File: src/dmamc_pkg.sv
// ============================================================
// Shared constants and types of the DMA mode control block
package dmamc_pkg;

  // ==========================================================
  // Channel count and register map (word offsets in bytes)
  localparam int NUM_CH = 4;
  localparam logic [7:0] OFS_MODE0 = 8'h00; // Channel 0 mode control
  localparam logic [7:0] OFS_MODE1 = 8'h04; // Channel 1 mode control
  localparam logic [7:0] OFS_MODE2 = 8'h08; // Channel 2 mode control
  localparam logic [7:0] OFS_MODE3 = 8'h0c; // Channel 3 mode control
  localparam logic [7:0] OFS_STAT = 8'h10; // Event status, read clears
  localparam logic [7:0] OFS_MASK = 8'h14; // Interrupt mask
  localparam logic [31:0] MODE_RST = 32'h0000_0000; // Value after reset

  // ==========================================================
  // Mode control field layout
  localparam int BIT_RUN = 31; // Channel run enable
  localparam int BIT_BUSY = 23; // Channel busy indicator
  localparam int BIT_FAULT = 19; // System fault flag, channel 0 only
  localparam int BIT_EXTENDED_REPEAT_OVERFLOW_FLAG = 17; // Extended repeat overflow flag
  localparam int BIT_TRANSFER_END_FLAG = 16; // Transfer end flag
  localparam int MODE_HI = 13; // Transfer mode field
  localparam int MODE_LO = 12;
  localparam int SRC_HI = 7; // Request source field
  localparam int SRC_LO = 6;
  // Bits that software stores; run enable is kept apart
  localparam logic [31:0] CFG_MASK = 32'h7c00_fbe7;

  // ==========================================================
  // Field encodings
  localparam logic [1:0] SRC_AUTO = 2'h0; // Auto request
  localparam logic [1:0] SRC_EXT = 2'h1; // External request pin
  localparam logic [1:0] SRC_PERIPH = 2'h2; // Peripheral interrupt
  localparam logic [1:0] MODE_BLOCK = 2'h2; // Block transfer mode

  // ==========================================================
  // Event status layout
  localparam int STAT_W = 13;
  localparam int ST_END_LSB = 0; // Total size reached, per channel
  localparam int ST_OVF_LSB = 4; // Repeat overflow, per channel
  localparam int ST_SERR_LSB = 8; // Size error, per channel
  localparam int ST_FAULT = 12; // Address error or NMI
  localparam logic [STAT_W-1:0] STAT_RST = 13'h0000;

  // ==========================================================
  // Channel sequencer states
  typedef enum logic [1:0] {
    CH_IDLE = 2'b00, // Run enable off
    CH_WAIT = 2'b01, // Enabled, waiting for a request
    CH_ACT = 2'b10 // Transfer in flight
  } dmamc_state_t;

  // Events reported by the transfer datapath, one set per channel
  typedef struct packed {
    logic unit_ack; // One access unit completed
    logic block_end; // Last unit of a block completed
    logic total_end; // Programmed total size reached
    logic rpt_ovf; // Halt by repeat size end overflow
    logic ext_rpt_ovf; // Halt by extended repeat size end overflow
    logic size_err; // Halt by transfer size error
  } dmamc_evt_t;

endpackage : dmamc_pkg

File: src/dmamc_top.sv
`timescale 1ns/1ns
// ============================================================
// Four channel DMA mode control registers behind AHB-Lite
//
// Notes on behaviour
// [RULE1] Auto request starts once run enable set
// [RULE2] Other sources start on requests after enabling
// [RULE3] Writing run enable 0 stops transfer
// [RULE4] Block mode stop waits for block end
// [RULE5] External halt clears run enable itself
// [RULE6] Software keeps mode fixed while running
// [RULE7] Run enable 1 means channel operating
// [RULE8] Total size reached clears run enable
// [RULE9] Repeat overflow halt clears run enable
// [RULE10] Size error halt clears run enable
// [RULE11] Address error or NMI clears run enable
// [RULE12] Reset and standby hold run enable 0
// [RULE13] Flags clear by 0 after read 1
// [RULE14] Per-channel register, run at 31, reset 0
// [RULE15] Bit 23 shows channel busy, read only
// [RULE16] Fault flag blocks all run enable writes
module dmamc_top (
  // Clock, reset and power state
  input wire logic sys_clk,
  input wire logic rst,
  input wire logic hw_standby,
  // AHB-Lite slave
  input wire logic hsel,
  input wire logic [31:0] haddr,
  input wire logic [1:0] htrans,
  input wire logic hwrite,
  input wire logic [2:0] hsize,
  input wire logic [31:0] hwdata,
  input wire logic hready,
  output logic hreadyout,
  output logic hresp,
  output logic [31:0] hrdata,
  // Transfer requests
  input wire logic [dmamc_pkg::NUM_CH-1:0] periph_req,
  input wire logic [dmamc_pkg::NUM_CH-1:0] ext_req,
  // Datapath events and system faults
  input dmamc_pkg::dmamc_evt_t [dmamc_pkg::NUM_CH-1:0] chan_evt,
  input wire logic addr_err,
  input wire logic nmi,
  // Channel control out
  output logic [dmamc_pkg::NUM_CH-1:0] xfer_go,
  output logic [dmamc_pkg::NUM_CH-1:0] run_enable,
  output logic [dmamc_pkg::NUM_CH-1:0] chan_busy,
  // Interrupt
  output logic irq
);
  import dmamc_pkg::*;

  // ==========================================================
  // Storage
  logic [31:0] cfg_q [NUM_CH]; // Stored configuration bits
  logic [NUM_CH-1:0] run_q; // Channel run enable
  logic [NUM_CH-1:0] pend_q; // Block mode stop waiting for block end
  logic [NUM_CH-1:0] transfer_end_flag_q; // Transfer end flag
  logic [NUM_CH-1:0] extended_repeat_overflow_flag_q; // Extended repeat overflow flag
  logic [NUM_CH-1:0] transfer_end_flag_arm_q; // Transfer end flag read as 1
  logic [NUM_CH-1:0] extended_repeat_overflow_flag_arm_q; // Overflow flag read as 1
  logic fault_q; // System fault flag
  logic fault_arm_q; // System fault flag read as 1
  logic [STAT_W-1:0] stat_q; // Sticky event status
  logic [STAT_W-1:0] mask_q; // Interrupt mask
  logic [STAT_W-1:0] stat_set; // Events of this cycle
  logic irq_q; // Registered interrupt level
  logic [NUM_CH-1:0] busy; // From the sequencers
  logic [NUM_CH-1:0] clr_run; // Auto clear from the sequencers
  logic fault_evt; // Address error or NMI this cycle

  // Bus pipeline
  logic ap_take; // Address phase accepted
  logic rd_take; // Read accepted
  logic [2:0] ap_idx; // Word index of the address phase
  logic ap_map; // Address phase hits a register
  logic wr_q; // Write data phase pending
  logic [2:0] widx_q; // Word index of that write

  // ==========================================================
  // Helper functions

  // Register word index of a byte address, 3'h7 when unmapped
  function automatic logic [2:0] word_idx(input logic [31:0] a);
    logic [2:0] r;
    r = 3'h7;
    if (a == {24'h000000, OFS_MODE0}) r = 3'h0;
    if (a == {24'h000000, OFS_MODE1}) r = 3'h1;
    if (a == {24'h000000, OFS_MODE2}) r = 3'h2;
    if (a == {24'h000000, OFS_MODE3}) r = 3'h3;
    if (a == {24'h000000, OFS_STAT}) r = 3'h4;
    if (a == {24'h000000, OFS_MASK}) r = 3'h5;
    return r;
  endfunction : word_idx

  // Flag update where a hardware set beats a software clear
  function automatic logic flag_nxt(input logic f, input logic set,
                                    input logic clr);
    return set | (f & ~clr);
  endfunction : flag_nxt

  // Read-as-1 arming: a read of 1 arms, any write consumes it
  function automatic logic arm_nxt(input logic arm, input logic rd,
                                   input logic f, input logic wr);
    logic r;
    r = arm;
    if (wr) r = 1'b0;
    if (rd && f) r = 1'b1;
    return r;
  endfunction : arm_nxt

  // Readback word of one mode control register
  function automatic logic [31:0] mode_word(input logic [31:0] cfg,
      input logic run, input logic bsy, input logic flt,
      input logic es, input logic dt);
    logic [31:0] w;
    w = cfg & CFG_MASK;
    w[BIT_RUN] = run;
    w[BIT_BUSY] = bsy;
    w[BIT_FAULT] = flt;
    w[BIT_EXTENDED_REPEAT_OVERFLOW_FLAG] = es;
    w[BIT_TRANSFER_END_FLAG] = dt;
    return w;
  endfunction : mode_word

  // ==========================================================
  // AHB-Lite slave: no wait states, always OKAY
  assign ap_take = hsel & htrans[1] & hready;
  assign rd_take = ap_take & ~hwrite;
  assign ap_idx = word_idx(haddr);
  assign ap_map = (ap_idx != 3'h7);
  assign hreadyout = 1'b1;
  assign hresp = 1'b0;

  // Write address captured for the data phase; size is not
  // checked since only whole words are ever used
  always_ff @(posedge sys_clk) begin
    if (rst) begin
      wr_q <= 1'b0;
      widx_q <= 3'h7;
    end else begin
      wr_q <= ap_take & hwrite & ap_map;
      widx_q <= ap_idx;
    end
  end

  // Read data is sampled at the address phase so it stands in
  // the data phase; unmapped addresses read as zero
  always_ff @(posedge sys_clk) begin
    if (rst) begin
      hrdata <= 32'h0000_0000;
    end else if (rd_take) begin
      if (ap_idx < 3'(NUM_CH)) begin
        hrdata <= mode_word(cfg_q[ap_idx[1:0]], run_q[ap_idx[1:0]],
                            busy[ap_idx[1:0]],
                            (ap_idx == 3'h0) & fault_q, // [RULE16]
                            extended_repeat_overflow_flag_q[ap_idx[1:0]], transfer_end_flag_q[ap_idx[1:0]]);
      end else if (ap_idx == 3'h4) begin
        hrdata <= {{(32-STAT_W){1'b0}}, stat_q};
      end else if (ap_idx == 3'h5) begin
        hrdata <= {{(32-STAT_W){1'b0}}, mask_q};
      end else begin
        hrdata <= 32'h0000_0000;
      end
    end
  end

  // ==========================================================
  // Stored configuration bits; reserved and read-only bits are
  // masked off, so reserved bits always read as zero
  always_ff @(posedge sys_clk) begin
    for (int c = 0; c < NUM_CH; c++) begin
      if (rst) begin
        cfg_q[c] <= MODE_RST; // [RULE14]
      end else if (wr_q && widx_q == 3'(c)) begin
        cfg_q[c] <= hwdata & CFG_MASK; // [RULE6]
      end
    end
  end

  // ==========================================================
  // Run enable and deferred block stop
  assign fault_evt = addr_err | nmi;

  always_ff @(posedge sys_clk) begin
    for (int c = 0; c < NUM_CH; c++) begin
      if (rst || hw_standby) begin
        // Standby holds the bit down as long as it lasts
        run_q[c] <= 1'b0; // [RULE12]
        pend_q[c] <= 1'b0;
      end else if (fault_evt) begin
        run_q[c] <= 1'b0; // [RULE11]
        pend_q[c] <= 1'b0;
      end else if (clr_run[c]) begin
        run_q[c] <= 1'b0; // [RULE5] [RULE8]
        pend_q[c] <= 1'b0;
      end else if (wr_q && widx_q == 3'(c) && !fault_q) begin // [RULE16]
        if (hwdata[BIT_RUN]) begin
          run_q[c] <= 1'b1; // [RULE1] [RULE7]
          pend_q[c] <= 1'b0;
        end else if (cfg_q[c][MODE_HI:MODE_LO] == MODE_BLOCK
                     && busy[c]) begin
          pend_q[c] <= 1'b1; // [RULE4]
        end else begin
          run_q[c] <= 1'b0; // [RULE3]
          pend_q[c] <= 1'b0;
        end
      end
    end
  end

  // ==========================================================
  // Clearable flags: cleared only by a 0 written after a 1 was
  // read; a fresh event in the same cycle still wins
  always_ff @(posedge sys_clk) begin
    for (int c = 0; c < NUM_CH; c++) begin
      if (rst) begin
        transfer_end_flag_q[c] <= 1'b0;
        extended_repeat_overflow_flag_q[c] <= 1'b0;
        transfer_end_flag_arm_q[c] <= 1'b0;
        extended_repeat_overflow_flag_arm_q[c] <= 1'b0;
      end else begin
        transfer_end_flag_q[c] <= flag_nxt(transfer_end_flag_q[c],
          chan_evt[c].total_end | chan_evt[c].size_err,
          wr_q && widx_q == 3'(c) && transfer_end_flag_arm_q[c]
          && !hwdata[BIT_TRANSFER_END_FLAG]); // [RULE13]
        extended_repeat_overflow_flag_q[c] <= flag_nxt(extended_repeat_overflow_flag_q[c],
          chan_evt[c].rpt_ovf | chan_evt[c].ext_rpt_ovf,
          wr_q && widx_q == 3'(c) && extended_repeat_overflow_flag_arm_q[c]
          && !hwdata[BIT_EXTENDED_REPEAT_OVERFLOW_FLAG]); // [RULE13]
        transfer_end_flag_arm_q[c] <= arm_nxt(transfer_end_flag_arm_q[c],
          rd_take && ap_idx == 3'(c), transfer_end_flag_q[c],
          wr_q && widx_q == 3'(c));
        extended_repeat_overflow_flag_arm_q[c] <= arm_nxt(extended_repeat_overflow_flag_arm_q[c],
          rd_take && ap_idx == 3'(c), extended_repeat_overflow_flag_q[c],
          wr_q && widx_q == 3'(c));
      end
    end
  end

  // System fault flag, present in channel 0 only
  always_ff @(posedge sys_clk) begin
    if (rst) begin
      fault_q <= 1'b0;
      fault_arm_q <= 1'b0;
    end else begin
      fault_q <= flag_nxt(fault_q, fault_evt,
        wr_q && widx_q == 3'h0 && fault_arm_q
        && !hwdata[BIT_FAULT]); // [RULE13] [RULE16]
      fault_arm_q <= arm_nxt(fault_arm_q, rd_take && ap_idx == 3'h0,
                             fault_q, wr_q && widx_q == 3'h0);
    end
  end

  // ==========================================================
  // Interrupt status, mask and output
  always_comb begin
    stat_set = STAT_RST;
    for (int c = 0; c < NUM_CH; c++) begin
      stat_set[ST_END_LSB+c] = chan_evt[c].total_end;
      stat_set[ST_OVF_LSB+c] = chan_evt[c].rpt_ovf
                               | chan_evt[c].ext_rpt_ovf;
      stat_set[ST_SERR_LSB+c] = chan_evt[c].size_err;
    end
    stat_set[ST_FAULT] = fault_evt;
  end

  // A read clears the status, but events of that cycle survive
  always_ff @(posedge sys_clk) begin
    if (rst) begin
      stat_q <= STAT_RST;
    end else if (rd_take && ap_idx == 3'h4) begin
      stat_q <= stat_set;
    end else begin
      stat_q <= stat_q | stat_set;
    end
  end

  // Mask register
  always_ff @(posedge sys_clk) begin
    if (rst) begin
      mask_q <= STAT_RST;
    end else if (wr_q && widx_q == 3'h5) begin
      mask_q <= hwdata[STAT_W-1:0];
    end
  end

  // Registered so the pin never glitches; lags status by a cycle
  always_ff @(posedge sys_clk) begin
    if (rst) begin
      irq_q <= 1'b0;
    end else begin
      irq_q <= |(stat_q & mask_q);
    end
  end
  assign irq = irq_q;

  // ==========================================================
  // Channel sequencers
  for (genvar g = 0; g < NUM_CH; g++) begin : g_chan
    dmamc_chan u_chan (
      .sys_clk (sys_clk),
      .rst (rst),
      .run (run_q[g]),
      .src (cfg_q[g][SRC_HI:SRC_LO]),
      .blk_mode (cfg_q[g][MODE_HI:MODE_LO] == MODE_BLOCK),
      .stop_pend (pend_q[g]),
      .periph_req (periph_req[g]),
      .ext_req (ext_req[g]),
      .evt (chan_evt[g]),
      .busy (busy[g]),
      .go (xfer_go[g]),
      .clr_run (clr_run[g])
    );
  end

  assign run_enable = run_q; // [RULE7]
  assign chan_busy = busy; // [RULE15]

endmodule : dmamc_top

File: src/dmamc_chan.sv
`timescale 1ns/1ns
// ============================================================
// One channel sequencer: start, stop and auto clear of a run
module dmamc_chan (
  // Clock and reset
  input wire logic sys_clk,
  input wire logic rst,
  // Control from the register file
  input wire logic run,
  input wire logic [1:0] src,
  input wire logic blk_mode,
  input wire logic stop_pend,
  // Request inputs
  input wire logic periph_req,
  input wire logic ext_req,
  input dmamc_pkg::dmamc_evt_t evt,
  // Status and strobes
  output logic busy,
  output logic go,
  output logic clr_run
);
  import dmamc_pkg::*;

  dmamc_state_t state_q; // Sequencer state
  dmamc_state_t state_d;
  logic req_prev_q; // Last sample of the selected request
  logic sel_req; // Request line picked by the source field
  logic new_req; // Request edge seen this cycle

  // Only a request that rises after enabling may start a run;
  // a level left high from before is not counted
  assign sel_req = (src == SRC_EXT) ? ext_req : periph_req;
  assign new_req = sel_req & ~req_prev_q; // [RULE2]

  // Halt causes that take the run enable away
  assign clr_run = run & (evt.total_end // [RULE8]
                   | evt.rpt_ovf | evt.ext_rpt_ovf // [RULE9]
                   | evt.size_err // [RULE10]
                   | (stop_pend & evt.block_end)); // [RULE4]

  // Request edge history
  always_ff @(posedge sys_clk) begin
    if (rst) begin
      req_prev_q <= 1'b0;
    end else begin
      req_prev_q <= sel_req;
    end
  end

  // Next state
  always_comb begin
    state_d = state_q;
    unique case (state_q)
      CH_IDLE: begin
        if (run) begin
          state_d = CH_WAIT;
        end
      end
      CH_WAIT: begin
        if (!run) begin
          state_d = CH_IDLE;
        end else if (src == SRC_AUTO) begin
          state_d = CH_ACT; // [RULE1]
        end else if ((src == SRC_EXT || src == SRC_PERIPH) && new_req) begin
          state_d = CH_ACT; // [RULE2]
        end
      end
      CH_ACT: begin
        if (!run || clr_run) begin
          state_d = CH_IDLE; // [RULE3] [RULE5]
        end else if (evt.unit_ack && !(blk_mode && !evt.block_end)) begin
          state_d = CH_WAIT; // A block runs on without new requests
        end
      end
      default: state_d = CH_IDLE; // Two-bit code 2'b11 is illegal
    endcase
  end

  // State register
  always_ff @(posedge sys_clk) begin
    if (rst) begin
      state_q <= CH_IDLE;
    end else begin
      state_q <= state_d;
    end
  end

  assign busy = (state_q == CH_ACT); // [RULE15]
  assign go = (state_q == CH_ACT) & run; // [RULE7]

endmodule : dmamc_chan

File: config.mk
export PLATFORM = sky130hd
export DESIGN_NAME = dmamc_top
export DESIGN_NICKNAME = d
export VERILOG_FILES = /design/src/dmamc_pkg.sv /design/src/dmamc_top.sv /design/src/dmamc_chan.sv
export SDC_FILE = /design/constraint.sdc
export NUM_CORES = 1
export LEC_CHECK = 0
export BUFFER_PORTS_ARGS = -buffer_cell sky130_fd_sc_hd__buf_2
export CAP_MARGIN = 25
export CORE_MARGIN = 8
export CORE_UTILIZATION = 40
export CTS_CLUSTER_DIAMETER = 150
export DETAILED_ROUTE_END_ITERATION = 6
export HOLD_SLACK_MARGIN = 0.15
export MAX_ROUTING_LAYER = met4
export PLACE_DENSITY = 0.64
export SLEW_MARGIN = 20
export SYNTH_ARGS = -nofsm -noshare
export SYNTH_HDL_FRONTEND = slang
export SYNTH_SLANG_ARGS = --single-unit
File: constraint.sdc
create_clock -name sys_clk -period 5.03 [get_ports sys_clk]
set_clock_uncertainty 0.1 [all_clocks]
set_input_delay 0.503 -clock sys_clk [delete_from_list [all_inputs] [get_ports sys_clk]]
set_output_delay 0.503 -clock sys_clk [all_outputs]
set_load 0.005 [all_outputs]
# [After elaboration in Yosys (flattened, before gate mapping)]
# Memories as Yosys holds them, arrays and structs flattened.
# Index checks and enable logic that the tools add are counted.
[word_totals] memories=1 ram_bits=72 ff_bits=101 word_cells=385
[memory_table] name="cfg_q" words=4 width=18 rd=5 rd_clocked_by_memory_dff=0 wr=4 line_no="dmamc_top.sv:56" text="logic [31:0] cfg_q [NUM_CH];"
[classes] order_cmp=2 reduce_logical=115 bitwise=85 mux=97 n_eq_ne=51
[ops] cell="$mux 18" count=4
[ops] cell="$eq 32x4->1 const B" count=2
[ops] cell="$eq 32x5->1 const B" count=2
[ops] cell="$logic_and 1x1->1" count=57
[ops] cell="$mux 1" count=51
[ops] cell="$mux 2" count=24
[ops] cell="$mux 13" count=3
[ops] cell="$or 1x1->1" count=38
[ops] cell="$eq 32x3->1 const B" count=1
[ops] cell="$logic_not 32->1" count=1
[ops] cell="$mux 32" count=1
[ops] cell="$and 1x1->1" count=31
[ops] cell="$eq 2x2->1 const B" count=12
[ops] cell="$pmux 2 s3" count=4
[ops] cell="$mux 3" count=6
[ops] cell="$reduce_bool 2->1" count=9
[ops] cell="$eq 2x1->1 const B" count=8
[ops] cell="$logic_not 1->1" count=16
[ops] cell="$logic_not 2->1" count=8
[ops] cell="$ne 2x2->1 const B" count=8
[ops] cell="$ne 4x2->1 const B" count=4
[ops] cell="$ne 3x3->1 const B" count=5
[ops] cell="$not 1->1" count=14
[ops] cell="$and 13x13->13" count=1
[ops] cell="other kinds (13)" count=40

# [Logic depth before layout (Yosys ltp)]
[logic_depth] ltp_word=11 ltp_mapped=7 ltp_nobuf=7

# [Hierarchy]
# From an unflattened synthesis, not the netlist that was laid out.
[unflattened] hier_cells=772 hier_area_um2=7781.2
[modules_own_cells] module="dmamc_top" n_inst=1 area_each_um2=6825.3 seq_area_each_um2=3823.7 cells_each=652
[modules_own_cells] module="dmamc_chan" n_inst=4 area_each_um2=239.0 seq_area_each_um2=60.1 cells_each=30

# [Least setup slack after synthesis]
# Ideal clock, no wire load.
[synth_path] path_type="input to register" startpoint="in haddr[4]" endpoint="reg hrdata[23]" setup_ns=0.087 arrival_ns=2.058 path_slack_ns=2.785 path_stages=6 path_buffers=2 t_required_ns=4.843 cell_sequence="clkbuf_1 -> or4_4 -> nor2_4 -> or4b_4 -> buf_6 -> o31ai_1"
[synth_between] elab_chain_len=10 elab_cells_between_ends=16 classes_between="1 x order compare; 5 x eq/ne; 9 x mux; 1 x reduce/logical"
[synth_rtl] item="start: declaration" line_no="dmamc_top.sv:29" text="input wire logic [31:0] haddr,"
[synth_rtl] item="$logic_not 32->1" line_no="dmamc_top.sv:88" text="if (a == {24'h000000, OFS_MODE0}) r = 3'h0;"
[synth_rtl] item="$mux 3" line_no="dmamc_top.sv:88"
[synth_rtl] item="$mux 3" line_no="dmamc_top.sv:89" text="if (a == {24'h000000, OFS_MODE1}) r = 3'h1;"
[synth_rtl] item="$mux 3" line_no="dmamc_top.sv:90" text="if (a == {24'h000000, OFS_MODE2}) r = 3'h2;"
[synth_rtl] item="$mux 3" line_no="dmamc_top.sv:91" text="if (a == {24'h000000, OFS_MODE3}) r = 3'h3;"
[synth_rtl] item="$mux 3" line_no="dmamc_top.sv:92" text="if (a == {24'h000000, OFS_STAT}) r = 3'h4;"
[synth_rtl] item="$mux 3 *" line_no="dmamc_top.sv:93" text="if (a == {24'h000000, OFS_MASK}) r = 3'h5;"
[synth_rtl] item="$bmux 1 s2" line_no="dmamc_top.sv:156" text="busy[ap_idx[1:0]],"
[synth_rtl] item="$mux 1 (not written as such)" line_no="dmamc_top.sv:156"
[synth_rtl] item="$mux 32 *" line_no="dmamc_top.sv:154" text="if (ap_idx < 3'(NUM_CH)) begin"
[synth_rtl] item="end signal: assignment" line_no="dmamc_top.sv:155" text="hrdata <= mode_word(cfg_q[ap_idx[1:0]], run_q[ap_idx[1:0]],"
[synth_rtl] item="end signal: assignment" line_no="dmamc_top.sv:160" text="hrdata <= {{(32-STAT_W){1'b0}}, stat_q};"
[synth_rtl] item="end signal: assignment" line_no="dmamc_top.sv:162" text="hrdata <= {{(32-STAT_W){1'b0}}, mask_q};"
[synth_rtl] item="end: declaration" line_no="dmamc_top.sv:37" text="output logic [31:0] hrdata,"
# Mark *: on every way between the ends. The rest lies on a longest branch, timed or not. The select of a mux whose other input is x is not followed.
# A chain may end at the register's enable or synchronous reset.

# [Final worst setup path]
[layout_path] startpoint="in haddr[3]" endpoint="reg stat_q[3]"
[layout_between] elab_chain_len=10 elab_cells_between_ends=15 classes_between="6 x eq/ne; 7 x mux; 2 x reduce/logical"
[layout_rtl] item="$logic_not 32->1" line_no="dmamc_top.sv:88"
[layout_rtl] item="$mux 3" line_no="dmamc_top.sv:88"
[layout_rtl] item="$mux 3" line_no="dmamc_top.sv:89"
[layout_rtl] item="$mux 3" line_no="dmamc_top.sv:90"
[layout_rtl] item="$mux 3" line_no="dmamc_top.sv:91"
[layout_rtl] item="$mux 3" line_no="dmamc_top.sv:92"
[layout_rtl] item="$mux 3 *" line_no="dmamc_top.sv:93"
[layout_rtl] item="$eq 3x3->1 *" line_no="dmamc_top.sv:273" text="end else if (rd_take && ap_idx == 3'h4) begin"
[layout_rtl] item="$logic_and 1x1->1 *" line_no="dmamc_top.sv:273"
[layout_rtl] item="$mux 13 *" line_no="dmamc_top.sv:273"
[layout_rtl] item="end signal: assignment" line_no="dmamc_top.sv:274" text="stat_q <= stat_set;"
[layout_rtl] item="end signal: assignment" line_no="dmamc_top.sv:276" text="stat_q <= stat_q | stat_set;"
[layout_rtl] item="end: declaration" line_no="dmamc_top.sv:65" text="logic [STAT_W-1:0] stat_q;"
# Mark *: on every way between the ends. The rest lies on a longest branch, timed or not.

==> impl.org <==
** Logic synthesis
- Number of distinct library cell variants in the gate-level netlist after synthesis :: 54
- Post-synth EDFFs :: between 70 and 80
- Of the synthesized area, sequential elements account for 0.532.
- Synthesized instance count :: ~750
- Counting flops and latches in the post-synthesis netlist gives 167.
- Post-synthesis simple-gate area fraction :: 0.216
- Summing every instance area after synthesis gives 7640 um2.
- The share of synthesized area in the top cell type comes to 0.283.
- Most area-consuming cells after synthesis :: sky130_fd_sc_hd__edfxtp_1, sky130_fd_sc_hd__dfxtp_1, sky130_fd_sc_hd__and2_1, sky130_fd_sc_hd__a21oi_1, sky130_fd_sc_hd__nand2_1
- Number of warning messages in the yosys log :: 0
- Each instance of the synthesized netlist takes up on average 10.2 um2.
- The synthesized design spends more area on one cell type than any other, namely sky130_fd_sc_hd__edfxtp_1.
- Portion of netlist area occupied by mux cells :: 0.0424
- Synthesized-area fraction occupied by xor and xnor cells :: 0
- By area, the combinational part of the netlist is dominated by simple AND/OR/NAND/NOR gates.
- Of the total synthesized cell area, the portion taken by full adders, half adders and majority gates is 0.0131.
- Complex-gate fraction of the synthesized area :: 0.153
- Post-synth top flop :: sky130_fd_sc_hd__dfxtp_1
- Share of async-settable or async-resettable flops after synthesis :: 0

** CTS
- Post-CTS repair changed the size of 0 cells.
- At the later pin of the worst-skew pair, clock insertion delay measures roughly 430 ps.
- Clock net sink count :: between 150 and 200
- After clock tree synthesis, the flow added hold-fix buffers numbering 0.
- H-tree Lvls :: 4
- Post-CTS timing repair inserted 0 buffers for setup.
- CTS Root Buffer Type :: sky130_fd_sc_hd__clkbuf_16
- Clock-pin slew was measured on the worst setup and hold paths at 70 ps.
- Buffers inserted during clock tree synthesis total 17.
- TritonCTS built the clock tree.
- No sink is reached through more buffers than the 2 on the longest clock path.

** Global route
- Antenna violations before repair :: 3
- First-pass GRT wire length :: 35.7 mm
- Vias in the first global route :: 6365
- Overall track demand over capacity in global routing :: 0.202
- Entering global routing, the biggest net connects 46 pins.
- Overflow left after global routing :: 0

** Floorplanning
- Row cnt :: 50
- Die ar. :: 23800 um2
- Core region area :: 18700 um2
- The floorplan step set the die width to 154 um.
- For this design the top-level I/O count stands at between 150 and 200.
- The floorplan step set the die height to about 150 um.
- Starting Density :: 0.408

** Worst setup path
- Critical Path Fanout Max :: 23
- R2R Setup Slk :: 2930 ps
- CP cell instances :: buf_2, nor4_4, buf_4, nand2b_1, or4_1, a21oi_1, nor2_1
- The worst setup path is captured at a flip-flop.
- Category of the most critical setup path :: primary input to flip-flop
- The worst setup path is launched from a primary input.
- On the critical path the largest part of the delay comes from simple AND/OR/NAND/NOR gates.
- Required time of the critical path :: 5230 ps
- Worst path slowest cell :: sky130_fd_sc_hd__or4_1
- Number of buffers and inverters on the critical path :: 2
- For this run, the slowest stage of the critical path takes 860 ps.
- At the worst endpoint, the arrival time is slightly below 3000 ps.

** Power and ir drop
- Leak :: 0.00352 uW
- Worst VDD drop :: 0.000249 V
- For this design the ratio of total power to cell area is about 320 nW/um2.

** Final layout
- The library cell used most frequently in the layout, excluding fill and tap cells, is sky130_fd_sc_hd__buf_2.
- Area growth from synthesis to layout :: 18.7%
- Commonest cells after routing, fill and taps aside :: sky130_fd_sc_hd__buf_2, sky130_fd_sc_hd__dfxtp_1, sky130_fd_sc_hd__and2_1, sky130_fd_sc_hd__edfxtp_1, sky130_fd_sc_hd__nand2_1
- Final net count :: 988
- Share of layout cells above drive strength 1 :: 0.241

** Placement
- Global placement routability congestion :: 0.841
- After legalization and detailed placement, the total HPWL measured 16.2 mm.
- Pre-CTS setup slack :: about 2000 ps
- Buffers added on ports :: between 100 and 150

** Flow run
- Max Cap Viol :: 0

** Timing
- Final Hold Vio Count :: 0
- The number of slew-limit violations in the final report came to 0.
- Final count of negative-setup-slack endpoints :: 0
- Post-layout min period :: 2690 ps
- In this run the tightest slew margin relative to its limit is 0.302.
- Total Negative Setup Slacks :: 0 ps
- For the pin with the worst max-slew slack, the measured transition is 1040 ps.
- Setup slack on the critical path of the routed design comes to 2340 ps.
- In the finished design, the share of the clock period the worst path needs comes to 0.534.
- Based on the critical path, the design can be clocked at up to between 0.3 and 0.4 GHz.
- Setup repair after global routing missed its margin :: no

** Outcome
- The run finished with clean final reports.

** Drt
- The first detailed-routing pass took 5 iterations.
- For this run, design rule violations remaining after detail routing come to 0.
- Across all layers, the routed design uses 6326 vias.
- Dividing the detail-routed via count by the number of cells gives 5.65.
- Residual antenna-violating net count after detailed routing :: 0
- Iteration-0 DRC count of the detailed router :: 480
- Total length of routed wires :: 23.3 mm
- Routed length per placed instance :: 20.8 um

** Min path
- The path class of the tightest hold or removal check is primary input to flip-flop.
## report_power, final
| group | switching (uW) | internal [uW] |
|---|---|---|
| Combinational | 109 | 73.4 |
| Clock | 545 | 682 |
| Sequential | 22.0 | 1450 |
| Total | 676 | 2200 |
## routing by layer
metal | vias to the layer above | share of wire | GRT usage | routed length, um
li1 | 2979 | - | - | -
met1 | 3016 | 0.41 | 0.241 | 9690
met2 | 292 | 0.47 | 0.321 | 11000
met3 | 39 | 0.093 | 0.0589 | 2170
met4 | 0 | 0.019 | 0.0677 | 439
met5 | - | 0 | - | 0
## final cells by class
class	instances	area [um2]
Tap cell	234	293
Timing Repair Buffer	152	831
Inverter	10	37.5
Multi-Input combinational cell	523	3280
Clock buffer	21	480
Sequential cell	167	4060
Antenna cell	2	5.00
Clock inverter	11	70.1
Fill cell	1758	9640
## worst min-delay path, delay by kind of cell
family	cells	cell delay (ps)
buffers and inverters	1	90
AO/OA/AOI/OAI	1	50
AND/OR/NAND/NOR	1	40
## cells in the mapped netlist (17+ instances only)
library cell and instances:
sky130_fd_sc_hd__o21ai_0 31, sky130_fd_sc_hd__nand2b_1 17, sky130_fd_sc_hd__buf_4 20, sky130_fd_sc_hd__a21oi_1 60
sky130_fd_sc_hd__a32oi_1 22, sky130_fd_sc_hd__and2_1 77, sky130_fd_sc_hd__edfxtp_1 72, sky130_fd_sc_hd__nand2_1 69
sky130_fd_sc_hd__nor2_1 62, sky130_fd_sc_hd__mux2_2 19, sky130_fd_sc_hd__clkbuf_1 30, sky130_fd_sc_hd__dfxtp_1 95
## logic make-up after synthesis
| logic type | after synthesis |
|---|---|
| adders and majority gates | 8 |
| muxes | 30 |
| buffers and inverters | 65 |
| DFF | 167 |
| and+or+nand+nor | 301 |
| AOI/OAI and AO/OA | 176 |
| other | 2 |
## flip-flops by register name, summed over array words and instances, names as in the netlist
name	count
g_chan.u_chan.state_q	8
g_chan.u_chan.req_prev_q	4
fault_arm_q	1
wr_q	1
transfer_end_flag_q	4
hrdata	26
transfer_end_flag_arm_q	4
irq	1
stat_q	13
mask_q	13
cfg_q	72
fault_q	1
pend_q	4
extended_repeat_overflow_flag_q	4
run_enable	4
extended_repeat_overflow_flag_arm_q	4
widx_q	3
## per-stage QoR
stage	hold slack [ps]	util	area (um2)	total power (uW)	instances
after floorplan	332	-	7660	1590	755
after global placement	340	0.451	8440	1670	1082
after global routing	208	0.484	9060	2960	1120
after detailed placement	345	0.454	8490	1680	1085
final	205	0.484	9060	2880	1120
after CTS	188	0.483	9040	2890	1117
## final timing paths
| check | from | to | cells after the start |
|---|---|---|---|
| worst max-delay path | haddr[3] | stat_q[3]$_SDFF_PP0_ | 7 |
| worst min register to register | extended_repeat_overflow_flag_arm_q[3]$_SDFFE_PP0P_ | extended_repeat_overflow_flag_arm_q[3]$_SDFFE_PP0P_ | 2 |
| worst max register to register | wr_q$_SDFF_PP0_ | cfg_q[2][16]$_SDFFCE_PN0P_ | 4 |
| worst min-delay path | hwdata[4] | mask_q[4]$_SDFFE_PP0P_ | 3 |
Power figures use the tool's default switching activity.
